==> src/verilog/bus_port_pkg.sv <==
// constants, register map and carrier types for the bus port pair
package bus_port_pkg;

  // ----------------------------------------------------------------
  // register indices; byte address is four times the index
  // ----------------------------------------------------------------
  localparam logic [15:0] IDX_BUS_PORT_LOW_DATA   = 16'hFF00;
  localparam logic [15:0] IDX_BUS_PORT_HIGH_DATA  = 16'hFF02;
  localparam logic [15:0] IDX_SECOND_LOW_DATA     = 16'hFF04;
  localparam logic [15:0] IDX_SECOND_HIGH_DATA    = 16'hFF06;
  localparam logic [15:0] IDX_BUS_PORT_LOW_DIR    = 16'hF100;
  localparam logic [15:0] IDX_BUS_PORT_HIGH_DIR   = 16'hF102;
  localparam logic [15:0] IDX_SECOND_LOW_DIR      = 16'hF104;
  localparam logic [15:0] IDX_SECOND_HIGH_DIR     = 16'hF106;
  localparam logic [15:0] IDX_BUS_CONFIG_ZERO     = 16'hFF0C;
  localparam logic [15:0] IDX_STARTUP_READBACK    = 16'hF108;

  // ----------------------------------------------------------------
  // widths and reset values
  // ----------------------------------------------------------------
  localparam int          HALF_W        = 8;
  localparam int          PORT_W        = 16;
  localparam int          AVS_ADDR_W    = 18;
  localparam logic [7:0]  HALF_RESET    = 8'h00;
  localparam logic [7:0]  CONFIG_RESET  = 8'h00;

  // ----------------------------------------------------------------
  // bus configuration field layout
  // ----------------------------------------------------------------
  localparam int          CFG_MODE_LSB  = 0;
  localparam int          CFG_MODE_MSB  = 1;
  localparam int          CFG_ENABLE    = 2;

  // bus modes held in the mode field
  localparam logic [1:0]  MODE_DEMUX8   = 2'h0;
  localparam logic [1:0]  MODE_MUX8     = 2'h1;
  localparam logic [1:0]  MODE_DEMUX16  = 2'h2;
  localparam logic [1:0]  MODE_MUX16    = 2'h3;

  // external access sequencer states
  typedef enum logic [3:0] {
    ST_IDLE = 4'b0001,
    ST_ADDR = 4'b0010,
    ST_DATA = 4'b0100,
    ST_DONE = 4'b1000
  } ext_state_t;

  // one external access request from the bus controller
  typedef struct packed {
    logic        write;
    logic        word;
    logic [15:0] addr;
    logic [15:0] wdata;
  } ext_req_t;

  // a group of pin controls for one 16-bit port
  typedef struct packed {
    logic [15:0] out;
    logic [15:0] oe;
  } pin_drive_t;

endpackage
==> src/verilog/bus_port_pair.sv <==
// bus port pair: external bus port with start-up straps and a second port
// Function
// bus port carries data or address/data
// 8-bit demux uses low half only
// reset: bus port inputs with pull-ups
// high pin keeps default, low changes it
// sampled configuration loads bus config zero
// sampled high byte into read-only readback
// reset end drops pull-ups, enters mode
// mux access: address first, then input
// 8-bit bus: word as two byte cycles
// mux write drives data after address
// demux modes carry data only
// bus controller owns direction and latch
// read data returns on dedicated path
// software avoids latch writes during bus
// bus off: last written direction active
// second port halves written independently
// second port data halves reset zero
// direction zero input, one drives
// second port directions reset to zero
// bus port direction bit per line
// capture straps at reset release, hold
//
// The Avalon-MM slave port was left to the implementer.
`timescale 1ns/10ps

module bus_port_pair
  import bus_port_pkg::*;
(
  input  wire logic                  clk,
  input  wire logic                  rst,
  // avalon-mm register slave
  input  wire logic [AVS_ADDR_W-1:0] avs_address,
  input  wire logic                  avs_read,
  input  wire logic                  avs_write,
  input  wire logic [3:0]            avs_byteenable,
  input  wire logic [31:0]           avs_writedata,
  output logic      [31:0]           avs_readdata,
  output logic                       avs_waitrequest,
  // bus controller access port
  input  wire logic                  ext_valid,
  input  wire ext_req_t              ext_req,
  output logic                       ext_ready,
  output logic                       ext_ack,
  output logic      [15:0]           ext_rdata,
  // external bus strobes
  output logic                       bus_addr_latch,
  output logic                       bus_read_strobe,
  output logic                       bus_write_strobe,
  // bus port pins
  input  wire logic [15:0]           bus_port_in,
  output logic      [15:0]           bus_port_out,
  output logic      [15:0]           bus_port_oe,
  output logic      [15:0]           bus_port_pullup,
  // second port pins
  input  wire logic [15:0]           second_port_in,
  output logic      [15:0]           second_port_out,
  output logic      [15:0]           second_port_oe
);

  // ----------------------------------------------------------------
  // state
  // ----------------------------------------------------------------
  // software-visible registers and sequencer state
  logic [7:0]   bus_port_low_half_q;
  logic [7:0]   bus_port_high_half_q;
  logic [7:0]   bus_port_low_direction_q;
  logic [7:0]   bus_port_high_direction_q;
  logic [7:0]   second_port_low_data_q;
  logic [7:0]   second_port_high_data_q;
  logic [7:0]   second_port_low_direction_q;
  logic [7:0]   second_port_high_direction_q;
  logic [7:0]   bus_config_reg_zero_q;
  logic [7:0]   startup_config_readback_q;
  logic         in_reset_q;
  logic         ack_q;
  logic [31:0]  readdata_q;
  ext_state_t   state_q;
  ext_req_t     req_q;
  logic         byte_sel_q;
  logic [15:0]  rdata_q;

  // decode and drive helpers
  logic [15:0]  idx;
  logic         wr_take;
  logic         bus_on;
  logic [1:0]   mode;
  logic         is_mux;
  logic         is_8bit;
  logic         high_claimed;
  logic         second_byte;
  logic [7:0]   wbyte;
  pin_drive_t   bus_drv;
  pin_drive_t   gpio_drv;

  // ----------------------------------------------------------------
  // decode
  // ----------------------------------------------------------------
  assign idx          = avs_address[17:2];
  assign wr_take      = avs_write & ack_q;
  assign wbyte        = avs_writedata[7:0];
  assign bus_on       = bus_config_reg_zero_q[CFG_ENABLE] & ~in_reset_q;
  assign mode         = bus_config_reg_zero_q[CFG_MODE_MSB:CFG_MODE_LSB];
  assign is_mux       = (mode == MODE_MUX8) | (mode == MODE_MUX16);
  assign is_8bit      = (mode == MODE_MUX8) | (mode == MODE_DEMUX8);
  // with the bus on, high half stays general purpose only in 8-bit demux mode
  assign high_claimed = bus_on & (mode != MODE_DEMUX8);
  // a word on an 8-bit bus needs one more byte cycle
  assign second_byte  = is_8bit & req_q.word & ~byte_sel_q;

  // ----------------------------------------------------------------
  // reset tracking and strap capture
  // ----------------------------------------------------------------
  // in_reset_q stays high for the edge after release, so the pull-ups
  // are still on while the straps are sampled
  always_ff @(posedge clk) begin
    if (rst) begin
      in_reset_q <= 1'b1;
    end else begin
      in_reset_q <= 1'b0;
    end
  end

  // readback holds the high-byte straps; nothing else ever writes it
  always_ff @(posedge clk) begin
    if (rst) begin
      startup_config_readback_q <= CONFIG_RESET;
    end else if (in_reset_q) begin
      startup_config_readback_q <= bus_port_in[15:8];
    end
  end

  // ----------------------------------------------------------------
  // avalon-mm slave: one wait cycle per access
  // ----------------------------------------------------------------
  // waitrequest drops on the second cycle of every request
  always_ff @(posedge clk) begin
    if (rst) begin
      ack_q <= 1'b0;
    end else begin
      ack_q <= (avs_read | avs_write) & ~ack_q;
    end
  end

  assign avs_waitrequest = (avs_read | avs_write) & ~ack_q;
  assign avs_readdata    = readdata_q;

  // read mux, loaded in the wait cycle; unmapped reads return zero
  // readdata then holds until the next read loads it
  always_ff @(posedge clk) begin
    if (rst) begin
      readdata_q <= 32'h0000_0000;
    end else if (avs_read & ~ack_q) begin
      readdata_q <= 32'h0000_0000;
      unique case (idx)
        IDX_BUS_PORT_LOW_DATA:  readdata_q[7:0] <= bus_port_low_half_q;
        IDX_BUS_PORT_HIGH_DATA: readdata_q[7:0] <= bus_port_high_half_q;
        IDX_SECOND_LOW_DATA:    readdata_q[7:0] <= second_port_low_data_q;
        IDX_SECOND_HIGH_DATA:   readdata_q[7:0] <= second_port_high_data_q;
        IDX_BUS_PORT_LOW_DIR:   readdata_q[7:0] <= bus_port_low_direction_q;
        IDX_BUS_PORT_HIGH_DIR:  readdata_q[7:0] <= bus_port_high_direction_q;
        IDX_SECOND_LOW_DIR:     readdata_q[7:0] <= second_port_low_direction_q;
        IDX_SECOND_HIGH_DIR:    readdata_q[7:0] <= second_port_high_direction_q;
        IDX_BUS_CONFIG_ZERO:    readdata_q[7:0] <= bus_config_reg_zero_q;
        IDX_STARTUP_READBACK:   readdata_q[7:0] <= startup_config_readback_q;
        default:                readdata_q      <= 32'h0000_0000;
      endcase
    end
  end

  // ----------------------------------------------------------------
  // bus port registers
  // ----------------------------------------------------------------
  // latch writes while the bus is on are stored; only the high half reaches
  // the pins, in 8-bit demux mode; software is expected not to make them
  always_ff @(posedge clk) begin
    if (rst) begin
      bus_port_low_half_q  <= HALF_RESET;
      bus_port_high_half_q <= HALF_RESET;
    end else if (wr_take & avs_byteenable[0]) begin
      if (idx == IDX_BUS_PORT_LOW_DATA) begin
        bus_port_low_half_q <= wbyte;
      end
      if (idx == IDX_BUS_PORT_HIGH_DATA) begin
        bus_port_high_half_q <= wbyte;
      end
    end
  end

  // directions are kept through bus mode so they come back unchanged
  always_ff @(posedge clk) begin
    if (rst) begin
      bus_port_low_direction_q  <= HALF_RESET;
      bus_port_high_direction_q <= HALF_RESET;
    end else if (wr_take & avs_byteenable[0]) begin
      if (idx == IDX_BUS_PORT_LOW_DIR) begin
        bus_port_low_direction_q <= wbyte;
      end
      if (idx == IDX_BUS_PORT_HIGH_DIR) begin
        bus_port_high_direction_q <= wbyte;
      end
    end
  end

  // straps land in bus config zero at release; software may rewrite it
  // the mode field is live, so rewrite it only between accesses
  always_ff @(posedge clk) begin
    if (rst) begin
      bus_config_reg_zero_q <= CONFIG_RESET;
    end else if (in_reset_q) begin
      bus_config_reg_zero_q <= bus_port_in[7:0];
    end else if (wr_take & avs_byteenable[0] & (idx == IDX_BUS_CONFIG_ZERO)) begin
      bus_config_reg_zero_q <= wbyte;
    end
  end

  // ----------------------------------------------------------------
  // second port registers
  // ----------------------------------------------------------------
  // each half is its own register, so a byte write never touches the
  // other half, whichever master makes it
  always_ff @(posedge clk) begin
    if (rst) begin
      second_port_low_data_q  <= HALF_RESET;
      second_port_high_data_q <= HALF_RESET;
    end else if (wr_take & avs_byteenable[0]) begin
      if (idx == IDX_SECOND_LOW_DATA) begin
        second_port_low_data_q <= wbyte;
      end
      if (idx == IDX_SECOND_HIGH_DATA) begin
        second_port_high_data_q <= wbyte;
      end
    end
  end

  // every second port line leaves reset as an input
  always_ff @(posedge clk) begin
    if (rst) begin
      second_port_low_direction_q  <= HALF_RESET;
      second_port_high_direction_q <= HALF_RESET;
    end else if (wr_take & avs_byteenable[0]) begin
      if (idx == IDX_SECOND_LOW_DIR) begin
        second_port_low_direction_q <= wbyte;
      end
      if (idx == IDX_SECOND_HIGH_DIR) begin
        second_port_high_direction_q <= wbyte;
      end
    end
  end

  // second port pins; input path is unused here, capture is elsewhere
  assign second_port_out = {second_port_high_data_q, second_port_low_data_q};
  assign second_port_oe  = {second_port_high_direction_q,
                            second_port_low_direction_q};

  // ----------------------------------------------------------------
  // external access sequencer
  // ----------------------------------------------------------------
  // a request is taken only in idle with the bus on
  assign ext_ready = (state_q == ST_IDLE) & bus_on;
  assign ext_ack   = (state_q == ST_DONE);
  assign ext_rdata = rdata_q;

  // sequencer state; demux modes skip the address phase on this port
  always_ff @(posedge clk) begin
    if (rst) begin
      state_q <= ST_IDLE;
    end else begin
      unique case (state_q)
        ST_IDLE: begin
          if (ext_valid & ext_ready) begin
            state_q <= is_mux ? ST_ADDR : ST_DATA;
          end
        end
        ST_ADDR: begin
          state_q <= ST_DATA;
        end
        ST_DATA: begin
          if (second_byte) begin
            state_q <= is_mux ? ST_ADDR : ST_DATA;
          end else begin
            state_q <= ST_DONE;
          end
        end
        ST_DONE: begin
          state_q <= ST_IDLE;
        end
      endcase
    end
  end

  // the request is held for the whole access; the bus controller may
  // change its own copy as soon as the access is taken
  always_ff @(posedge clk) begin
    if (rst) begin
      req_q <= '0;
    end else if (ext_valid & ext_ready) begin
      req_q <= ext_req;
    end
  end

  // byte select starts low for every access, low byte first
  always_ff @(posedge clk) begin
    if (rst) begin
      byte_sel_q <= 1'b0;
    end else if (state_q == ST_IDLE) begin
      byte_sel_q <= 1'b0;
    end else if ((state_q == ST_DATA) & second_byte) begin
      byte_sel_q <= 1'b1;
    end
  end

  // read data is taken at the end of each data phase
  // a first byte clears the upper half so no stale byte survives
  always_ff @(posedge clk) begin
    if (rst) begin
      rdata_q <= 16'h0000;
    end else if ((state_q == ST_DATA) & ~req_q.write) begin
      if (!is_8bit) begin
        rdata_q <= bus_port_in;
      end else if (byte_sel_q) begin
        rdata_q[15:8] <= bus_port_in[7:0];
      end else begin
        rdata_q <= {8'h00, bus_port_in[7:0]};
      end
    end
  end

  // ----------------------------------------------------------------
  // pin drive
  // ----------------------------------------------------------------
  assign bus_addr_latch   = (state_q == ST_ADDR);
  assign bus_read_strobe  = (state_q == ST_DATA) & ~req_q.write;
  assign bus_write_strobe = (state_q == ST_DATA) & req_q.write;

  // bus controller drive: address, then data or release for input
  // lines are released outside phases so strap pull-downs never fight
  always_comb begin
    bus_drv = '0;
    if (state_q == ST_ADDR) begin
      bus_drv.out = {req_q.addr[15:1], req_q.addr[0] | byte_sel_q};
      bus_drv.oe  = 16'hFFFF;
    end else if ((state_q == ST_DATA) & req_q.write) begin
      if (is_8bit) begin
        bus_drv.out = {8'h00, byte_sel_q ? req_q.wdata[15:8] : req_q.wdata[7:0]};
        bus_drv.oe  = 16'h00FF;
      end else begin
        bus_drv.out = req_q.wdata;
        bus_drv.oe  = 16'hFFFF;
      end
    end
  end

  // general purpose drive from the latches and directions
  assign gpio_drv.out = {bus_port_high_half_q, bus_port_low_half_q};
  assign gpio_drv.oe  = {bus_port_high_direction_q,
                         bus_port_low_direction_q};

  // per half ownership; reset forces inputs with pull-ups
  always_comb begin
    bus_port_out    = gpio_drv.out;
    bus_port_oe     = gpio_drv.oe;
    bus_port_pullup = in_reset_q ? 16'hFFFF : 16'h0000;
    if (in_reset_q) begin
      bus_port_oe = 16'h0000;
    end else if (bus_on) begin
      bus_port_out[7:0] = bus_drv.out[7:0];
      bus_port_oe[7:0]  = bus_drv.oe[7:0];
      if (high_claimed) begin
        bus_port_out[15:8] = bus_drv.out[15:8];
        bus_port_oe[15:8]  = bus_drv.oe[15:8];
      end
    end
  end

endmodule

==> config.mk <==
export PLATFORM = sky130hd
export DESIGN_NAME = bus_port_pair
export DESIGN_NICKNAME = d
export VERILOG_FILES = /design/src/verilog/bus_port_pkg.sv /design/src/verilog/bus_port_pair.sv
export SDC_FILE = /design/constraint.sdc
export NUM_CORES = 1
export LEC_CHECK = 0
export ABC_AREA = 1
export ABC_CLOCK_PERIOD_IN_PS = 2850
export BUFFER_PORTS_ARGS = -buffer_cell sky130_fd_sc_hd__buf_4
export CAP_MARGIN = 15
export CORE_UTILIZATION = 54
export CTS_CLUSTER_SIZE = 10
export DETAILED_ROUTE_END_ITERATION = 6
export PLACE_DENSITY = 0.82
export SKIP_CTS_REPAIR_TIMING = 1
export SLEW_MARGIN = 25
export SYNTH_ARGS = -nofsm -noshare
export SYNTH_HDL_FRONTEND = slang
export SYNTH_SLANG_ARGS = --single-unit
==> constraint.sdc <==
create_clock -name clk -period 2.85 [get_ports clk]
set_input_delay 0.57 -clock clk [delete_from_list [all_inputs] [get_ports clk]]
set_output_delay 0.57 -clock clk [all_outputs]
set_load 0.02 [all_outputs]
==> summary.md <==
## Detailed routing
* 5 — Pre-Repair DR Iteration Count
* 797 — DR iter-0 viols
* 5.41 — via/cell ratio
* 15.2 µm — routed len/inst
* 0 — number of DRC violations after detailed routing
* 7,260 — count of vias placed by the detailed router
* 20.4 mm — wirelength, routed
* 0 — antenna-violating nets left

## Placed design
* 14.2 mm — estimated wirelength of the detail-placed design
* 0.894 — RePlAce Congestion
* 189 — number of buffer cells added on primary ports

## Cells and area
* 1,285 — Net count, final
* sky130_fd_sc_hd__buf_4 — most common cell after layout, fill and taps aside
* 25.0% — area added between synthesis and finish
* 0 — total inserted antenna cells
* req_q — register with the most flip-flops
* 23.2% — ratio of cells with drive above 1 in the final layout
* 1,101 — Fill cells
* 205 x sky130_fd_sc_hd__buf_4, 145 x sky130_fd_sc_hd__dfxtp_1, 138 x sky130_fd_sc_hd__o21ai_0 — most frequent cells in the layout
* 70.0% — final core utilization
* 34 — number of flip-flops under the largest register name

## Power and ir drop
* 4.69 mW — power after layout
* 3.88 nW — static leakage
* 608 µV — Peak supply drop
* 526 nW/µm² — power density relative to cell area

## Logic synthesis
* sky130_fd_sc_hd__dfxtp_1 — post-synthesis cell type with the largest combined area
* 33 — distinct cell type count of the synthesized netlist
* 7.06 µm² — Post-Syn Area per Cell
* 1,009 — cell count after synthesis
* 40.8% — top cell type's share of synthesized area
* 0 — synth warn
* 40.8% — sequential-to-total area share from yosys stat
* 7120 µm² — Post-Synthesis Cell Area
* sky130_fd_sc_hd__dfxtp_1 41%, sky130_fd_sc_hd__o21ai_0 9.7%, sky130_fd_sc_hd__nor2_1 7.0% — top cells by area, synth
* 145 — post-synthesis sequential element count

## Critical path
* 4 — depth of the worst register-to-register path
* register to primary output — critical path start-end classification
* 930 ps — setup slack of the most critical reg-to-reg path
* 590 ps — largest stage delay on the critical path
* sky130_fd_sc_hd__nor3_2 — critical path's slowest cell
* bus_port_low_direction_q[6] — r2r endpoint
* 10 — maximum fanout count along the critical path
* 2280 ps — WP data required
* ack_q — worst reg2reg path startpoint
* 2140 ps — arrival time at the worst endpoint
* register — category of the worst setup path launch point
* primary output — kind of end point of the critical path
* inv_2 -> nor2_4 -> o21ai_2 -> nor3_2 -> a211oi_1 -> buf_4 — cell-by-cell listing of the critical path

## STA
* 8.16 ps — largest clock skew in the final design
* 95.2% — ratio of final minimum period to clock period
* 2710 ps — minimum period implied by the final worst setup slack
* 752 ps — worst slew pin tran
* 0 — Max Slew Vio Count
* 49.6% — Worst slew margin
* 0 — count of endpoints failing setup in the final report
* 368 MHz — maximum achievable frequency
* 0 — Hold Violations, Final
* no — unrepaired setup endpoints after global routing
* 0 ps — setup_tns

## Min path
* primary input to register — Worst Hold Class
* ext_req[11] — Hold Path Origin
* 3 — WHS Path Cells
* req_q[11] — capture endpoint of the worst hold path

## Clocking
* sky130_fd_sc_hd__clkbuf_16 — library cell used as clock root buffer
* 145 — sink count of the clock tree
* 430 ps — worst-skew pair later-pin latency
* done — CTS tree
* 17 — Inserted Clock Buffers
* 4 — H-tree depth
* 60 ps — Clock transition at path regs
* 2 — Clock Path Buffers

## Floorplan
* 41 — number of placement rows
* 117 µm — overall die width
* 56.0% — initial cell density of the core
* 117 µm — Chip Height
* 12,700 µm² — core area
* 13,600 µm² — Die ar.
* 259 — I/O Pins

## GRT
* 6,350 — vias in the first global route
* 30.3% — aggregate global-route resource usage
* 31.8 mm — first-pass GRT wire length
* 0 — grt ovf
* 84 — pin count of the biggest net entering global routing
* 0 — antenna violations before repair

## Job
* 0 — number of maximum-capacitance constraint violations

## Outcome
* finished, final reports clean — status

-- routing by layer --
metal	GRT usage, %	wire length (µm)	up-vias	part of all wire, %
li1	-	-	3586	-
met1	39.5	8570	3283	42
met2	48.7	9440	342	46
met3	7.42	1760	49	8.7
met4	11.7	587	0	2.9
met5	0	0	-	0
-- worst max path at each step --
stage / startpoint / to / slack, ps / cells past startpoint
after floorplan: in_reset_q / bus_port_oe[10] / 570 / 5
after global placement: avs_address[9] / bus_port_low_direction_q[1] / 500 / 7
after detailed placement: avs_address[9] / bus_port_low_direction_q[6] / 440 / 7
after CTS: bus_config_reg_zero_q[2] / bus_port_oe[0] / 160 / 6
after global routing: bus_config_reg_zero_q[2] / bus_port_oe[9] / 50 / 6
final: bus_config_reg_zero_q[2] / bus_port_oe[8] / 140 / 6
-- cell families after synthesis --
family                 synth area share [%]
and+or+nand+nor                        23.6
AOI/OAI and AO/OA                      21.8
buffers and inverters                  13.8
DFF                                    40.8
other                                0.0527
-- stage by stage --
| stage | worst slack, ps | hold slack (ps) | instances | area, µm² |
|---|---|---|---|---|
| after detailed placement | 439 | 458 | 1313 | 8370 |
| after CTS | 157 | 360 | 1343 | 8900 |
| after floorplan | 569 | 437 | 1032 | 7210 |
| final | 136 | 366 | 1343 | 8900 |
| after global routing | 48.5 | 361 | 1343 | 8900 |
| after global placement | 503 | 454 | 1313 | 8370 |
-- worst max-delay path: cells and delay by family, from the launching register on --
kind	cells	cell delay, ps
flip-flops	1	350
AO/OA/AOI/OAI	2	330
buffers and inverters	2	320
AND/OR/NAND/NOR	2	720
-- report_power, final --
part	switching, mW	internal, mW	total (mW)	leakage (nW)
clock	0.816	1.21	2.03	0.269
sequential	0.0397	2.09	2.13	1.17
combinational	0.329	0.201	0.530	2.43
total	1.18	3.50	4.69	3.88
-- cell type report --
class / instances / area, µm² / share of cell area, %
Multi-Input combinational cell: 687 / 3320 / 37.3
Sequential cell: 145 / 2900 / 32.6
Timing Repair Buffer: 205 / 1540 / 17.3
Clock buffer: 25 / 505 / 5.68
Inverter: 104 / 390 / 4.38
Tap cell: 172 / 215 / 2.42
Clock inverter: 5 / 28.8 / 0.323
-- Yosys cell counts --
master,count
sky130_fd_sc_hd__dfxtp_1,145
sky130_fd_sc_hd__o21ai_2,1
sky130_fd_sc_hd__nor2_1,132
sky130_fd_sc_hd__and3_1,2
sky130_fd_sc_hd__nand3_1,89
sky130_fd_sc_hd__nor3_2,5
sky130_fd_sc_hd__buf_4,45
sky130_fd_sc_hd__o21ai_0,138
sky130_fd_sc_hd__nor2_2,10
sky130_fd_sc_hd__inv_1,94
sky130_fd_sc_hd__or2_2,1
sky130_fd_sc_hd__buf_6,4
sky130_fd_sc_hd__a311oi_2,1
sky130_fd_sc_hd__a21oi_1,91
sky130_fd_sc_hd__nand3b_1,1
sky130_fd_sc_hd__nor2_4,7
sky130_fd_sc_hd__nand3_4,1
sky130_fd_sc_hd__conb_1,1
sky130_fd_sc_hd__a31oi_1,16
sky130_fd_sc_hd__nand4_2,1
sky130_fd_sc_hd__a22oi_1,8
sky130_fd_sc_hd__o21ai_1,10
sky130_fd_sc_hd__nand2_1,117
sky130_fd_sc_hd__a211oi_1,16
sky130_fd_sc_hd__nor3_1,4
sky130_fd_sc_hd__clkinv_1,2
sky130_fd_sc_hd__inv_2,8
sky130_fd_sc_hd__o22ai_1,8
sky130_fd_sc_hd__nand3_2,1
sky130_fd_sc_hd__nand2_2,2
sky130_fd_sc_hd__clkbuf_1,21
sky130_fd_sc_hd__nand2_4,1
sky130_fd_sc_hd__buf_2,26
Note: power is estimated with default switching activity, not from simulation.
